--- config.mk ---
export PLATFORM = sky130hd
export DESIGN_NAME = fcb_upper_taps
export DESIGN_NICKNAME = d
export VERILOG_FILES = /design/src/rtl/fcb_pkg.sv /design/src/rtl/fcb_upper_taps.sv
export SDC_FILE = /design/constraint.sdc
export NUM_CORES = 2
export LEC_CHECK = 0
export BUFFER_PORTS_ARGS = -buffer_cell sky130_fd_sc_hd__clkbuf_2
export CAP_MARGIN = 20
export CORE_ASPECT_RATIO = 0.75
export CORE_MARGIN = 2
export CORE_UTILIZATION = 36
export DETAILED_ROUTE_END_ITERATION = 12
export SETUP_SLACK_MARGIN = 0.02
export SLEW_MARGIN = 5
export SYNTH_ARGS = -nofsm -noshare
export SYNTH_HDL_FRONTEND = slang
export SYNTH_SLANG_ARGS = --single-unit
--- constraint.sdc ---
create_clock -name clk_sys -period 8.1 [get_ports clk_sys]
set_clock_uncertainty 0.1 [all_clocks]
set_input_delay 0.81 -clock clk_sys [delete_from_list [all_inputs] [get_ports clk_sys]]
set_output_delay 0.81 -clock clk_sys [all_outputs]
set_load 0.01 [all_outputs]
--- src/rtl/fcb_pkg.sv ---
// Constants and carrier types for the channel B upper-tap coefficient bank.
// Assumes a 16-bit register port with 12-bit word addresses.
package fcb_pkg;

  localparam int ADDR_W   = 12;
  localparam int DATA_W   = 16;
  localparam int COEFF_W  = 12;
  localparam int CENTER_W = 18;
  localparam int NUM_TAPS = 9;
  localparam int CTR_IDX  = 4;
  localparam int SUM_GROW = 4;

  localparam logic [ADDR_W-1:0] TAP6_OFS = 12'h453;
  localparam logic [ADDR_W-1:0] TAP7_OFS = 12'h455;
  localparam logic [ADDR_W-1:0] TAP8_OFS = 12'h457;
  localparam logic [ADDR_W-1:0] TAP9_OFS = 12'h459;

  localparam int COEFF_LSB = 0;
  localparam int COEFF_MSB = 11;
  localparam int RESV_LSB  = 12;
  localparam int RESV_MSB  = 15;

  localparam logic [DATA_W-1:0] TAP_RST   = 16'h0000;
  localparam logic [DATA_W-1:0] RD_UNMAP  = 16'h0000;
  localparam logic [1:0]        SYNC_RST  = 2'h0;

  typedef struct packed {
    logic              wr;
    logic              rd;
    logic [ADDR_W-1:0] addr;
    logic [DATA_W-1:0] wdata;
  } fcb_reg_req_t;

endpackage : fcb_pkg

--- src/rtl/fcb_upper_taps.sv ---
// Channel B equalizer: upper tap coefficient registers and the nine-tap filter.
// Assumes register strobes and samples are synchronous to clk_sys; taps one to
// five arrive as static inputs from the neighbouring coefficient bank.
`timescale 1ns/100ps

module fcb_upper_taps #(
  parameter int SAMPLE_W = 12
) (
  input  wire logic                          clk_sys,
  input  wire logic                          nrst,
  input  wire fcb_pkg::fcb_reg_req_t         reg_req,
  output logic [fcb_pkg::DATA_W-1:0]         reg_rdata,
  input  wire logic                          dual_mode,
  input  wire logic                          samp_valid,
  input  wire logic signed [SAMPLE_W-1:0]    samp_in,
  input  wire logic [fcb_pkg::COEFF_W-1:0]   chan_b_tap1_value,
  input  wire logic [fcb_pkg::COEFF_W-1:0]   chan_b_tap2_value,
  input  wire logic [fcb_pkg::COEFF_W-1:0]   chan_b_tap3_value,
  input  wire logic [fcb_pkg::COEFF_W-1:0]   chan_b_tap4_value,
  input  wire logic [fcb_pkg::CENTER_W-1:0]  chan_b_center_tap_value,
  output logic signed [SAMPLE_W+fcb_pkg::CENTER_W+fcb_pkg::SUM_GROW-1:0] filt_out,
  output logic                               filt_valid
);

  localparam int PROD_W = SAMPLE_W + fcb_pkg::CENTER_W;
  localparam int ACC_W  = PROD_W + fcb_pkg::SUM_GROW;
  localparam int EXT_W  = fcb_pkg::CENTER_W - fcb_pkg::COEFF_W;

  generate
    if (SAMPLE_W < 2 || SAMPLE_W > 16) begin : g_bad_width
      $error("SAMPLE_W must lie between 2 and 16");
    end
  endgenerate

  // Reset release through two flops
  logic [1:0] rst_sync_reg;
  logic       rst_n;

  always_ff @(posedge clk_sys or negedge nrst) begin
    if (!nrst) begin
      rst_sync_reg <= fcb_pkg::SYNC_RST;
    end else begin
      rst_sync_reg <= {rst_sync_reg[0], 1'b1};
    end
  end

  assign rst_n = rst_sync_reg[1];

  // Address decode
  logic hit6;
  logic hit7;
  logic hit8;
  logic hit9;
  logic hit_any;
  logic wr6;
  logic wr7;
  logic wr8;
  logic wr9;

  assign hit6    = reg_req.addr == fcb_pkg::TAP6_OFS;
  assign hit7    = reg_req.addr == fcb_pkg::TAP7_OFS;
  assign hit8    = reg_req.addr == fcb_pkg::TAP8_OFS;
  assign hit9    = reg_req.addr == fcb_pkg::TAP9_OFS;
  assign hit_any = hit6 | hit7 | hit8 | hit9;
  assign wr6     = reg_req.wr & hit6;
  assign wr7     = reg_req.wr & hit7;
  assign wr8     = reg_req.wr & hit8;
  assign wr9     = reg_req.wr & hit9;

  // Coefficient registers; reserved nibble is stored as written
  logic [fcb_pkg::DATA_W-1:0] chan_b_fir_tap6_coeff_reg;
  logic [fcb_pkg::DATA_W-1:0] chan_b_fir_tap7_coeff_reg;
  logic [fcb_pkg::DATA_W-1:0] chan_b_fir_tap8_coeff_reg;
  logic [fcb_pkg::DATA_W-1:0] chan_b_fir_tap9_coeff_reg;

  always_ff @(posedge clk_sys or negedge rst_n) begin
    if (!rst_n) begin
      chan_b_fir_tap6_coeff_reg <= fcb_pkg::TAP_RST;
    end else if (wr6) begin
      chan_b_fir_tap6_coeff_reg <= reg_req.wdata;
    end
  end

  always_ff @(posedge clk_sys or negedge rst_n) begin
    if (!rst_n) begin
      chan_b_fir_tap7_coeff_reg <= fcb_pkg::TAP_RST;
    end else if (wr7) begin
      chan_b_fir_tap7_coeff_reg <= reg_req.wdata;
    end
  end

  always_ff @(posedge clk_sys or negedge rst_n) begin
    if (!rst_n) begin
      chan_b_fir_tap8_coeff_reg <= fcb_pkg::TAP_RST;
    end else if (wr8) begin
      chan_b_fir_tap8_coeff_reg <= reg_req.wdata;
    end
  end

  always_ff @(posedge clk_sys or negedge rst_n) begin
    if (!rst_n) begin
      chan_b_fir_tap9_coeff_reg <= fcb_pkg::TAP_RST;
    end else if (wr9) begin
      chan_b_fir_tap9_coeff_reg <= reg_req.wdata;
    end
  end

  logic [fcb_pkg::COEFF_W-1:0] chan_b_tap6_value;
  logic [fcb_pkg::COEFF_W-1:0] chan_b_tap7_value;
  logic [fcb_pkg::COEFF_W-1:0] chan_b_tap8_value;
  logic [fcb_pkg::COEFF_W-1:0] chan_b_tap9_value;

  assign chan_b_tap6_value = chan_b_fir_tap6_coeff_reg[fcb_pkg::COEFF_MSB:fcb_pkg::COEFF_LSB];
  assign chan_b_tap7_value = chan_b_fir_tap7_coeff_reg[fcb_pkg::COEFF_MSB:fcb_pkg::COEFF_LSB];
  assign chan_b_tap8_value = chan_b_fir_tap8_coeff_reg[fcb_pkg::COEFF_MSB:fcb_pkg::COEFF_LSB];
  assign chan_b_tap9_value = chan_b_fir_tap9_coeff_reg[fcb_pkg::COEFF_MSB:fcb_pkg::COEFF_LSB];

  // Read path; tap nine hides its coefficient MSB on readback only
  logic [fcb_pkg::DATA_W-1:0] tap9_view;
  logic [fcb_pkg::DATA_W-1:0] rd_sel;
  logic [fcb_pkg::DATA_W-1:0] reg_rdata_next;
  logic [fcb_pkg::DATA_W-1:0] reg_rdata_reg;

  assign tap9_view = {chan_b_fir_tap9_coeff_reg[fcb_pkg::RESV_MSB:fcb_pkg::RESV_LSB],
                      1'b0,
                      chan_b_fir_tap9_coeff_reg[fcb_pkg::COEFF_MSB-1:0]};
  assign rd_sel = hit6 ? chan_b_fir_tap6_coeff_reg :
                  hit7 ? chan_b_fir_tap7_coeff_reg :
                  hit8 ? chan_b_fir_tap8_coeff_reg :
                  hit9 ? tap9_view : fcb_pkg::RD_UNMAP;
  // Data only in the cycle after the strobe, zero otherwise
  assign reg_rdata_next = reg_req.rd ? rd_sel : fcb_pkg::RD_UNMAP;

  always_ff @(posedge clk_sys or negedge rst_n) begin
    if (!rst_n) begin
      reg_rdata_reg <= fcb_pkg::RD_UNMAP;
    end else begin
      reg_rdata_reg <= reg_rdata_next;
    end
  end

  assign reg_rdata = reg_rdata_reg;

  // Coefficient set, sign-extended to centre-tap width
  logic signed [fcb_pkg::CENTER_W-1:0] coef_w [fcb_pkg::NUM_TAPS];

  assign coef_w[0] = {{EXT_W{chan_b_tap1_value[fcb_pkg::COEFF_MSB]}}, chan_b_tap1_value};
  assign coef_w[1] = {{EXT_W{chan_b_tap2_value[fcb_pkg::COEFF_MSB]}}, chan_b_tap2_value};
  assign coef_w[2] = {{EXT_W{chan_b_tap3_value[fcb_pkg::COEFF_MSB]}}, chan_b_tap3_value};
  assign coef_w[3] = {{EXT_W{chan_b_tap4_value[fcb_pkg::COEFF_MSB]}}, chan_b_tap4_value};
  assign coef_w[fcb_pkg::CTR_IDX] = chan_b_center_tap_value;
  assign coef_w[5] = {{EXT_W{chan_b_tap6_value[fcb_pkg::COEFF_MSB]}}, chan_b_tap6_value};
  assign coef_w[6] = {{EXT_W{chan_b_tap7_value[fcb_pkg::COEFF_MSB]}}, chan_b_tap7_value};
  assign coef_w[7] = {{EXT_W{chan_b_tap8_value[fcb_pkg::COEFF_MSB]}}, chan_b_tap8_value};
  // Full written value, MSB included, drives the filter
  assign coef_w[8] = {{EXT_W{chan_b_tap9_value[fcb_pkg::COEFF_MSB]}}, chan_b_tap9_value};

  // Sample history: tap one sees the newest sample
  logic signed [SAMPLE_W-1:0] hist_reg [fcb_pkg::NUM_TAPS-1];
  logic signed [SAMPLE_W-1:0] dline_w  [fcb_pkg::NUM_TAPS];
  logic signed [PROD_W-1:0]   prod_w   [fcb_pkg::NUM_TAPS];
  logic                       take;

  assign take       = samp_valid & dual_mode;
  assign dline_w[0] = samp_in;

  genvar gi;
  generate
    for (gi = 1; gi < fcb_pkg::NUM_TAPS; gi++) begin : g_dline
      assign dline_w[gi] = hist_reg[gi-1];
    end
    for (gi = 0; gi < fcb_pkg::NUM_TAPS; gi++) begin : g_prod
      assign prod_w[gi] = dline_w[gi] * coef_w[gi];
    end
  endgenerate

  // History only advances in dual mode, so a mode change keeps old context
  always_ff @(posedge clk_sys or negedge rst_n) begin
    if (!rst_n) begin
      for (int i = 0; i < fcb_pkg::NUM_TAPS - 1; i++) begin
        hist_reg[i] <= '0;
      end
    end else if (take) begin
      for (int i = 0; i < fcb_pkg::NUM_TAPS - 1; i++) begin
        hist_reg[i] <= dline_w[i];
      end
    end
  end

  // Four guard bits cover nine full-scale products
  logic signed [ACC_W-1:0] acc_w;

  always_comb begin
    acc_w = '0;
    for (int i = 0; i < fcb_pkg::NUM_TAPS; i++) begin
      acc_w = acc_w + ACC_W'(prod_w[i]);
    end
  end

  logic signed [ACC_W-1:0] filt_out_reg;
  logic                    filt_valid_reg;

  always_ff @(posedge clk_sys or negedge rst_n) begin
    if (!rst_n) begin
      filt_out_reg   <= '0;
      filt_valid_reg <= 1'b0;
    end else begin
      filt_valid_reg <= take;
      if (take) begin
        filt_out_reg <= acc_w;
      end
    end
  end

  assign filt_out   = filt_out_reg;
  assign filt_valid = filt_valid_reg;

  // Checks
  property p_resv_write;
    @(posedge clk_sys) disable iff (!rst_n)
      wr7 |=> chan_b_fir_tap7_coeff_reg[fcb_pkg::RESV_MSB:fcb_pkg::RESV_LSB]
              == $past(reg_req.wdata[fcb_pkg::RESV_MSB:fcb_pkg::RESV_LSB]);
  endproperty
  a_resv_write: assert property (p_resv_write)
    else $error("reserved bits not stored");

  property p_unmapped_zero;
    @(posedge clk_sys) disable iff (!rst_n)
      (reg_req.rd && !hit_any) |=> reg_rdata == fcb_pkg::RD_UNMAP;
  endproperty
  a_unmapped_zero: assert property (p_unmapped_zero)
    else $error("unmapped read not zero");

  property p_reset_zero;
    @(posedge clk_sys)
      $rose(rst_n) |-> (chan_b_fir_tap6_coeff_reg == fcb_pkg::TAP_RST)
                    && (chan_b_fir_tap9_coeff_reg == fcb_pkg::TAP_RST);
  endproperty
  a_reset_zero: assert property (p_reset_zero)
    else $error("coefficients not zero after reset");

  property p_tap6_read;
    @(posedge clk_sys) disable iff (!rst_n)
      (reg_req.rd && hit6) |=> reg_rdata == $past(chan_b_fir_tap6_coeff_reg);
  endproperty
  a_tap6_read: assert property (p_tap6_read)
    else $error("tap six readback wrong");

  property p_tap7_wr_rd;
    @(posedge clk_sys) disable iff (!rst_n)
      wr7 ##1 (reg_req.rd && hit7 && !reg_req.wr) |=> reg_rdata == $past(reg_req.wdata, 2);
  endproperty
  a_tap7_wr_rd: assert property (p_tap7_wr_rd)
    else $error("tap seven write then read mismatch");

  property p_tap8_read;
    @(posedge clk_sys) disable iff (!rst_n)
      (reg_req.rd && hit8) |=> reg_rdata == $past(chan_b_fir_tap8_coeff_reg);
  endproperty
  a_tap8_read: assert property (p_tap8_read)
    else $error("tap eight readback wrong");

  property p_tap9_filter_msb;
    @(posedge clk_sys) disable iff (!rst_n)
      wr9 |=> coef_w[8][fcb_pkg::CENTER_W-1] == $past(reg_req.wdata[fcb_pkg::COEFF_MSB]);
  endproperty
  a_tap9_filter_msb: assert property (p_tap9_filter_msb)
    else $error("tap nine sign not used by filter");

  property p_tap9_msb_hidden;
    @(posedge clk_sys) disable iff (!rst_n)
      (reg_req.rd && hit9) |=> !reg_rdata[fcb_pkg::COEFF_MSB]
        && reg_rdata[fcb_pkg::COEFF_MSB-1:0] == $past(chan_b_tap9_value[fcb_pkg::COEFF_MSB-1:0]);
  endproperty
  a_tap9_msb_hidden: assert property (p_tap9_msb_hidden)
    else $error("tap nine readback MSB not zero");

  property p_center_full;
    @(posedge clk_sys) disable iff (!rst_n)
      coef_w[fcb_pkg::CTR_IDX] == $signed(chan_b_center_tap_value);
  endproperty
  a_center_full: assert property (p_center_full)
    else $error("centre tap truncated");

  property p_filter_out;
    @(posedge clk_sys) disable iff (!rst_n)
      take |=> filt_valid && filt_out == $past(acc_w);
  endproperty
  a_filter_out: assert property (p_filter_out)
    else $error("filter output wrong or late");

  property p_no_spurious;
    @(posedge clk_sys) disable iff (!rst_n)
      !take |=> !filt_valid && $stable(filt_out);
  endproperty
  a_no_spurious: assert property (p_no_spurious)
    else $error("output moved without a sample");

endmodule : fcb_upper_taps

Yosys cells after proc, flatten, opt, wreduce, memory -nomap -nowiden

Cells that the tools add are included.

Register bits: 213
Input port bits: 112
Output and inout port bits: 51
Logic and storage cells: 47

Add/sub/neg operators: 8
$mul: 9
Eq/ne operators: 4
Muxes and demuxes: 5
Bitwise logic cells: 5

Operators by type and width:

| operator                                                          | count |
|---|---|
| 12-bit by 12-bit multiplier with 24-bit output                    | 8 |
| 16-bit 2-to-1 mux                                                 | 5 |
| 12-bit by 11-bit == test with 1-bit output, second input constant | 4 |
| 33-bit by 24-bit adder with 34-bit output                         | 1 |
| 34-bit by 24-bit adder with 34-bit output                         | 1 |
| 32-bit by 24-bit adder with 33-bit output                         | 1 |
| 31-bit by 24-bit adder with 32-bit output                         | 1 |
| 27-bit by 30-bit adder with 31-bit output                         | 1 |
| 12-bit by 18-bit multiplier with 30-bit output                    | 1 |
| 26-bit by 24-bit adder with 27-bit output                         | 1 |
| 25-bit by 24-bit adder with 26-bit output                         | 1 |
| 24-bit by 24-bit adder with 25-bit output                         | 1 |
| 1-bit AND                                                         | 5 |

Depth between registers and ports, before layout

Depth after elaboration: 9
Depth in mapped cells: 54
Mapped depth without buffers: 52

Least setup slack after synthesis

OpenSTA, ideal clock, no wires.

Kind: input to register
From: in chan_b_tap4_value[0] (netlist bit)
To: reg filt_out_reg[31], in the netlist filt_out[31]
Library setup time: 0.129 ns
Data arrival time: 13.428 ns
Required time: 7.871 ns
Slack: -5.557 ns
Stages: 51
Buffers on the path: 1
Cells stage by stage: clkbuf_1 -> nand2_1 -> inv_1 -> fa_1 -> inv_1 -> fa_1 -> inv_1 -> fa_1 -> inv_1 -> fa_1 -> inv_1 -> fa_1 -> fa_1 -> fa_1 -> fa_1 -> inv_1 -> fa_1 -> inv_1 -> [15 not listed] -> inv_1 -> fa_1 -> fa_1 -> inv_1 -> fa_1 -> inv_1 -> fa_1 -> fa_1 -> inv_1 -> ha_1 -> ha_1 -> and3_1 -> and4_1 -> a2111oi_0 -> or3_1 -> o21ai_2 -> xnor2_1 -> o21ai_1

Cells in the longest elaborated chain, start to end: 7

Ends and longest elaborated chain:

| what                                           | RTL line              | RTL |
|---|---|---|
| start, declared                                | fcb_upper_taps.sv:19  | `input wire logic [fcb_pkg::COEFF_W-1:0] chan_b_tap4_value,` |
| 12-bit by 12-bit multiplier with 24-bit output | fcb_upper_taps.sv:173 | `assign prod_w[gi] = dline_w[gi] * coef_w[gi];` |
| 26-bit by 24-bit adder with 27-bit output      | fcb_upper_taps.sv:196 | `acc_w = acc_w + ACC_W'(prod_w[i]);` |
| 27-bit by 30-bit adder with 31-bit output      | fcb_upper_taps.sv:196 |  |
| 31-bit by 24-bit adder with 32-bit output      | fcb_upper_taps.sv:196 |  |
| 32-bit by 24-bit adder with 33-bit output      | fcb_upper_taps.sv:196 |  |
| 33-bit by 24-bit adder with 34-bit output      | fcb_upper_taps.sv:196 |  |
| 34-bit by 24-bit adder with 34-bit output      | fcb_upper_taps.sv:196 |  |
| end signal, assigned                           | fcb_upper_taps.sv:210 | `filt_out_reg <= acc_w;` |
| end, declared                                  | fcb_upper_taps.sv:200 | `logic signed [ACC_W-1:0] filt_out_reg;` |

No other way between the ends.
A chain may end at the register's enable or synchronous reset.

Final worst setup path

From: reg hist_reg (netlist bit dline_w[71])
To: reg filt_out_reg[31], in the netlist filt_out[31]

Cells in the longest elaborated chain, start to end: 7

Ends and longest elaborated chain:

| what                                           | RTL line              | RTL |
|---|---|---|
| start, declared                                | fcb_upper_taps.sv:159 | `logic signed [SAMPLE_W-1:0] hist_reg [fcb_pkg::NUM_TAPS-1];` |
| start signal, assigned by index                | fcb_upper_taps.sv:185 | `hist_reg[i] <= dline_w[i];` |
| 12-bit by 12-bit multiplier with 24-bit output | fcb_upper_taps.sv:173 |  |
| 26-bit by 24-bit adder with 27-bit output      | fcb_upper_taps.sv:196 |  |
| 27-bit by 30-bit adder with 31-bit output      | fcb_upper_taps.sv:196 |  |
| 31-bit by 24-bit adder with 32-bit output      | fcb_upper_taps.sv:196 |  |
| 32-bit by 24-bit adder with 33-bit output      | fcb_upper_taps.sv:196 |  |
| 33-bit by 24-bit adder with 34-bit output      | fcb_upper_taps.sv:196 |  |
| 34-bit by 24-bit adder with 34-bit output      | fcb_upper_taps.sv:196 |  |

No other way between the ends.

==> flow_results.org <==
** Setup path
- Slowest stage cell, crit path :: fa_2
- On the worst path, the slowest cell contributes a delay of 0.60 ns.
- The critical path starts at dline_w[71].
- Worst reg2reg setup slack :: -5.58 ns
- STA classifies the critical path endpoint as a flop.
- Among the stages of the critical path, the cell type that occurs most often is fa_1.
- The worst register-to-register path begins at dline_w[71].
- Path type of the worst setup path :: flop to flop
- Data on the critical path arrives at its endpoint at 14.10 ns.
- At the worst endpoint, the required time is 8.51 ns.
- Startpoint class of the critical path :: flop
- Along the worst path, the maximum fanout reaches 4.

** Place
- Half-perimeter wire length after detailed placement :: 169.1 mm
- Number of buffers inserted by port buffering :: 162
- At the end of routability-driven placement, the weighted congestion stood at 0.9540.
- Counting tap cells, the placed design contains a total of 9317 instances.

** Logic synthesis
- Of all flip-flops after synthesis, the portion carrying an async set or reset was 100.0%.
- Synth Flop Type :: dfrtp_1
- Post-Synthesis Cell Area :: 64050 µm²
- After synthesis, the netlist uses 65 different library cells.
- Sequential cells were found to cover 8.322% of the synthesized design area.
- Syn. warnings :: 0
- In this run, synthesis inferred 0 flip-flops with an integrated enable.
- Synthesized instance count :: 6305
- Mapped Avg Cell Area :: 10.16 µm²
- Synthesis produced a netlist with a net count of 8559.
- Synthesis inferred 213 register bits.

** Clocking
- The tree is rooted in a clkbuf_16.
- Clock buffer count from CTS :: 31
- The tree built by TritonCTS fans out to 213 sinks.
- At the later pin of the worst-skew pair, clock insertion delay measures 0.69 ns.
- Clk slew on worst S/H paths :: 0.06 ns
- TritonCTS clock tree :: done
- The longest clock path from root to sink contains 3 buffers.
- # H-tree levels :: 1

** Detailed routing
- Wire length on met3 :: 15.72 mm
- Total number of vias :: 43820
- Before antenna repair, the detailed router went through 5 iterations.
- In the routed layout, each cell is associated on average with a via count of 4.647.
- In the routed design, unresolved DRC markers number 0.
- Average wire per standard cell :: 20.17 µm
- The highest layer touched by signal routing is met5.
- Final Routed Wirelength :: 190.3 mm
- Antenna Violating Nets Remaining :: 0
- In the detailed route, the total length drawn on met2 is 82.47 mm.
- Met1 layer wirelength in the final routing :: 86.20 mm
- For this block, the initial DRC count from the detailed router was 2922.

** Timing
- Number of setup violations in the final report :: 30
- Pin slew with the least headroom to its limit :: 1.052 ns
- The number of pins exceeding their max-slew limit in the final report is 0.
- The final critical path takes up 168.9% of the cycle.
- The number of hold violations in the final report was 0.
- Counting I/O delays and the setup requirement, the final critical path takes 13.68 ns.
- Setup slack after layout :: -5.582 ns
- Based on the critical path, the design can be clocked at up to 73.09 MHz.
- Setup repair after global routing could not meet its margin everywhere.
- Max-slew headroom at the worst pin :: 29.87%

** Global route
- Overflow after GRT :: 0
- The first global-routing pass estimated 303.1 mm of wire.
- Overall global routing resource usage :: 22.03%
- Maximum number of pins on one net before global-route repair :: 122
- The initial antenna violation count came to 6.
- The via count of the first global-routing pass is 49420.

** Floorplan
- For this configuration, the core starts out at a cell density of 36.11%.
- Placeable core region :: 177400 µm²
- Vertical die dimension :: 369.3 µm
- In this run the horizontal extent of the chip is 491.1 µm.
- Pin placement for this block handled 163 I/O pins.
- Number of placement rows :: 134
- The die covers 181300 µm².

** Hold path
- Startpoint of the worst hold path :: rst_sync_reg[0]
- The min-delay analysis places its worst path in the category flop to flop.

** Job
- Across the run, the number of max-cap violations was 0.

** Final layout
- Number of standard cells in the final layout excluding fillers :: 9431
- Compared with the post-synthesis result, the final layout area differs by 19.46%.
- Total Nets Final :: 9274
- Flip-flop count of the largest register, all copies and words added :: 96
- Share of post-route cells with drive strength above 1 :: 22.06%
- Counting the fill cells in the layout gives 17080.

** Run status
- The run finished, with violations left.
- The final reports fail on negative setup slack.
## cell usage after synthesis (all sizes together) (2+ instances only)
| library cell | n | area share [%] |
|---|---|---|
| mux2i | 3 | 0.047 |
| a22oi | 30 | 0.35 |
| a21o | 27 | 0.32 |
| a21boi | 16 | 0.19 |
| o211ai | 2 | 0.023 |
| xnor2 | 51 | 0.70 |
| nand4 | 3 | 0.029 |
| inv | 1724 | 10 |
| a21oi | 54 | 0.43 |
| a211oi | 3 | 0.043 |
| a31oi | 7 | 0.078 |
| nand3 | 10 | 0.078 |
| and2 | 521 | 5.1 |
| ha | 390 | 7.6 |
| clkbuf | 254 | 1.5 |
| and4 | 2 | 0.027 |
| or3 | 4 | 0.039 |
| nor2 | 40 | 0.26 |
| a31o | 2 | 0.027 |
| nor3 | 4 | 0.031 |
| nand2 | 795 | 4.7 |
| mux2 | 164 | 2.9 |
| buf | 11 | 0.090 |
| and3 | 3 | 0.029 |
| a211o | 3 | 0.041 |
| nand2b | 74 | 0.72 |
| o21a | 5 | 0.059 |
| xor2 | 22 | 0.30 |
| nor3b | 5 | 0.059 |
| o21ai | 62 | 0.50 |
| nor2b | 26 | 0.25 |
| fa | 1752 | 55 |
| dfrtp | 213 | 8.3 |
| o21bai | 5 | 0.059 |
## logic make-up after synthesis
family | count (synthesis) | share of synthesized area [%]
XOR/XNOR | 73 | 0.9982
adder cells (fa/ha/maj) | 2142 | 62.38
AO/OA/AOI/OAI | 226 | 2.274
buffers and inverters | 1989 | 11.69
other | 1 | 0.005855
multiplexers | 167 | 2.930
flip-flops | 213 | 8.322
AND/OR/NAND/NOR | 1494 | 11.41
## layout make-up
class / count / area (µm²) / area share (%)
clock inverters: 23 / 234.0 / 0.3058
repair buffers: 947 / 7272 / 9.504
multi-input cells: 4103 / 53340 / 69.71
well taps: 2380 / 2978 / 3.892
inverters: 1724 / 6479 / 8.467
flip-flops and latches: 213 / 5370 / 7.018
diodes: 6 / 15.01 / 0.01962
clock buffers: 35 / 830.8 / 1.086
## critical path, delay by kind of cell (launching register included)
family          cells  cell delay (ns)
simple gates        8             1.27
compound gates      7             1.26
fa+ha+maj          20             9.10
buf+inv            16             1.06
xor+xnor            2             0.23
flops               1             0.46
## through the flow
step | utilization, % | setup TNS [ns] | instance area [µm²] | hold WS (ns) | worst slack [ns]
after floorplan | - | -121.42 | 65180 | 0.2312 | -5.035
after global placement | 41.43 | -161.01 | 73500 | 0.2373 | -6.376
after detailed placement | 41.43 | -163.18 | 73500 | 0.2450 | -6.424
after CTS | 42.55 | -140.99 | 75470 | 0.2596 | -5.620
after global routing | 43.13 | -153.49 | 76510 | 0.2675 | -5.968
final | 43.14 | -141.93 | 76520 | 0.2561 | -5.582
## placed cells by master (no fill, tap or decap), types with 23 or more instances in the layout
master / synthesis / routed
buf_6: 1 / 48
mux2_2: 164 / 163
inv_1: 1723 / 1671
a21o_1: 27 / 27
ha_4: 0 / 83
nor2b_1: 26 / 23
dfrtp_1: 213 / 185
a21oi_2: 1 / 30
inv_2: 1 / 50
xnor2_1: 51 / 34
fa_2: 0 / 54
buf_4: 1 / 704
clkbuf_2: 2 / 162
nand2_1: 792 / 769
fa_1: 1752 / 1698
ha_1: 390 / 304
and2_1: 521 / 506
clkbuf_16: 0 / 31
a22oi_1: 30 / 30
o21ai_0: 55 / 23
dfrtp_2: 0 / 26
nand2b_1: 74 / 74
buf_12: 0 / 29
o21ai_1: 5 / 27
nor2_1: 38 / 29
## path summary, 6_finish.rpt
path / to / cells past startpoint
min in group asynchronous: reg_rdata[15] / 0
min: rst_sync_reg[1] / 0
max in group asynchronous: dline_w[67] / 1
max reg2reg: filt_out[31] / 53
max: filt_out[31] / 53
min reg2reg: rst_sync_reg[1] / 0
## layer usage
| layer | up-vias | GRT usage, % |
|---|---|---|
| li1 | 19370 | - |
| met1 | 22790 | 32.58 |
| met2 | 1455 | 32.90 |
| met3 | 197 | 4.689 |
| met4 | 6 | 5.396 |
| met5 | - | 0 |
## what timing repair did
action / in CTS / in global routing
hold endpoints to repair: 2 / 0
buffers inserted: 27 / 27
hold buffers: 1 / 0
pin swaps: 170 / 173
endpoints found under the setup margin: 31 / 31
gates resized for setup: 158 / 169
Power is not shown: default switching activity piles up to over one toggle a cycle in this logic, so the estimate is an artifact.
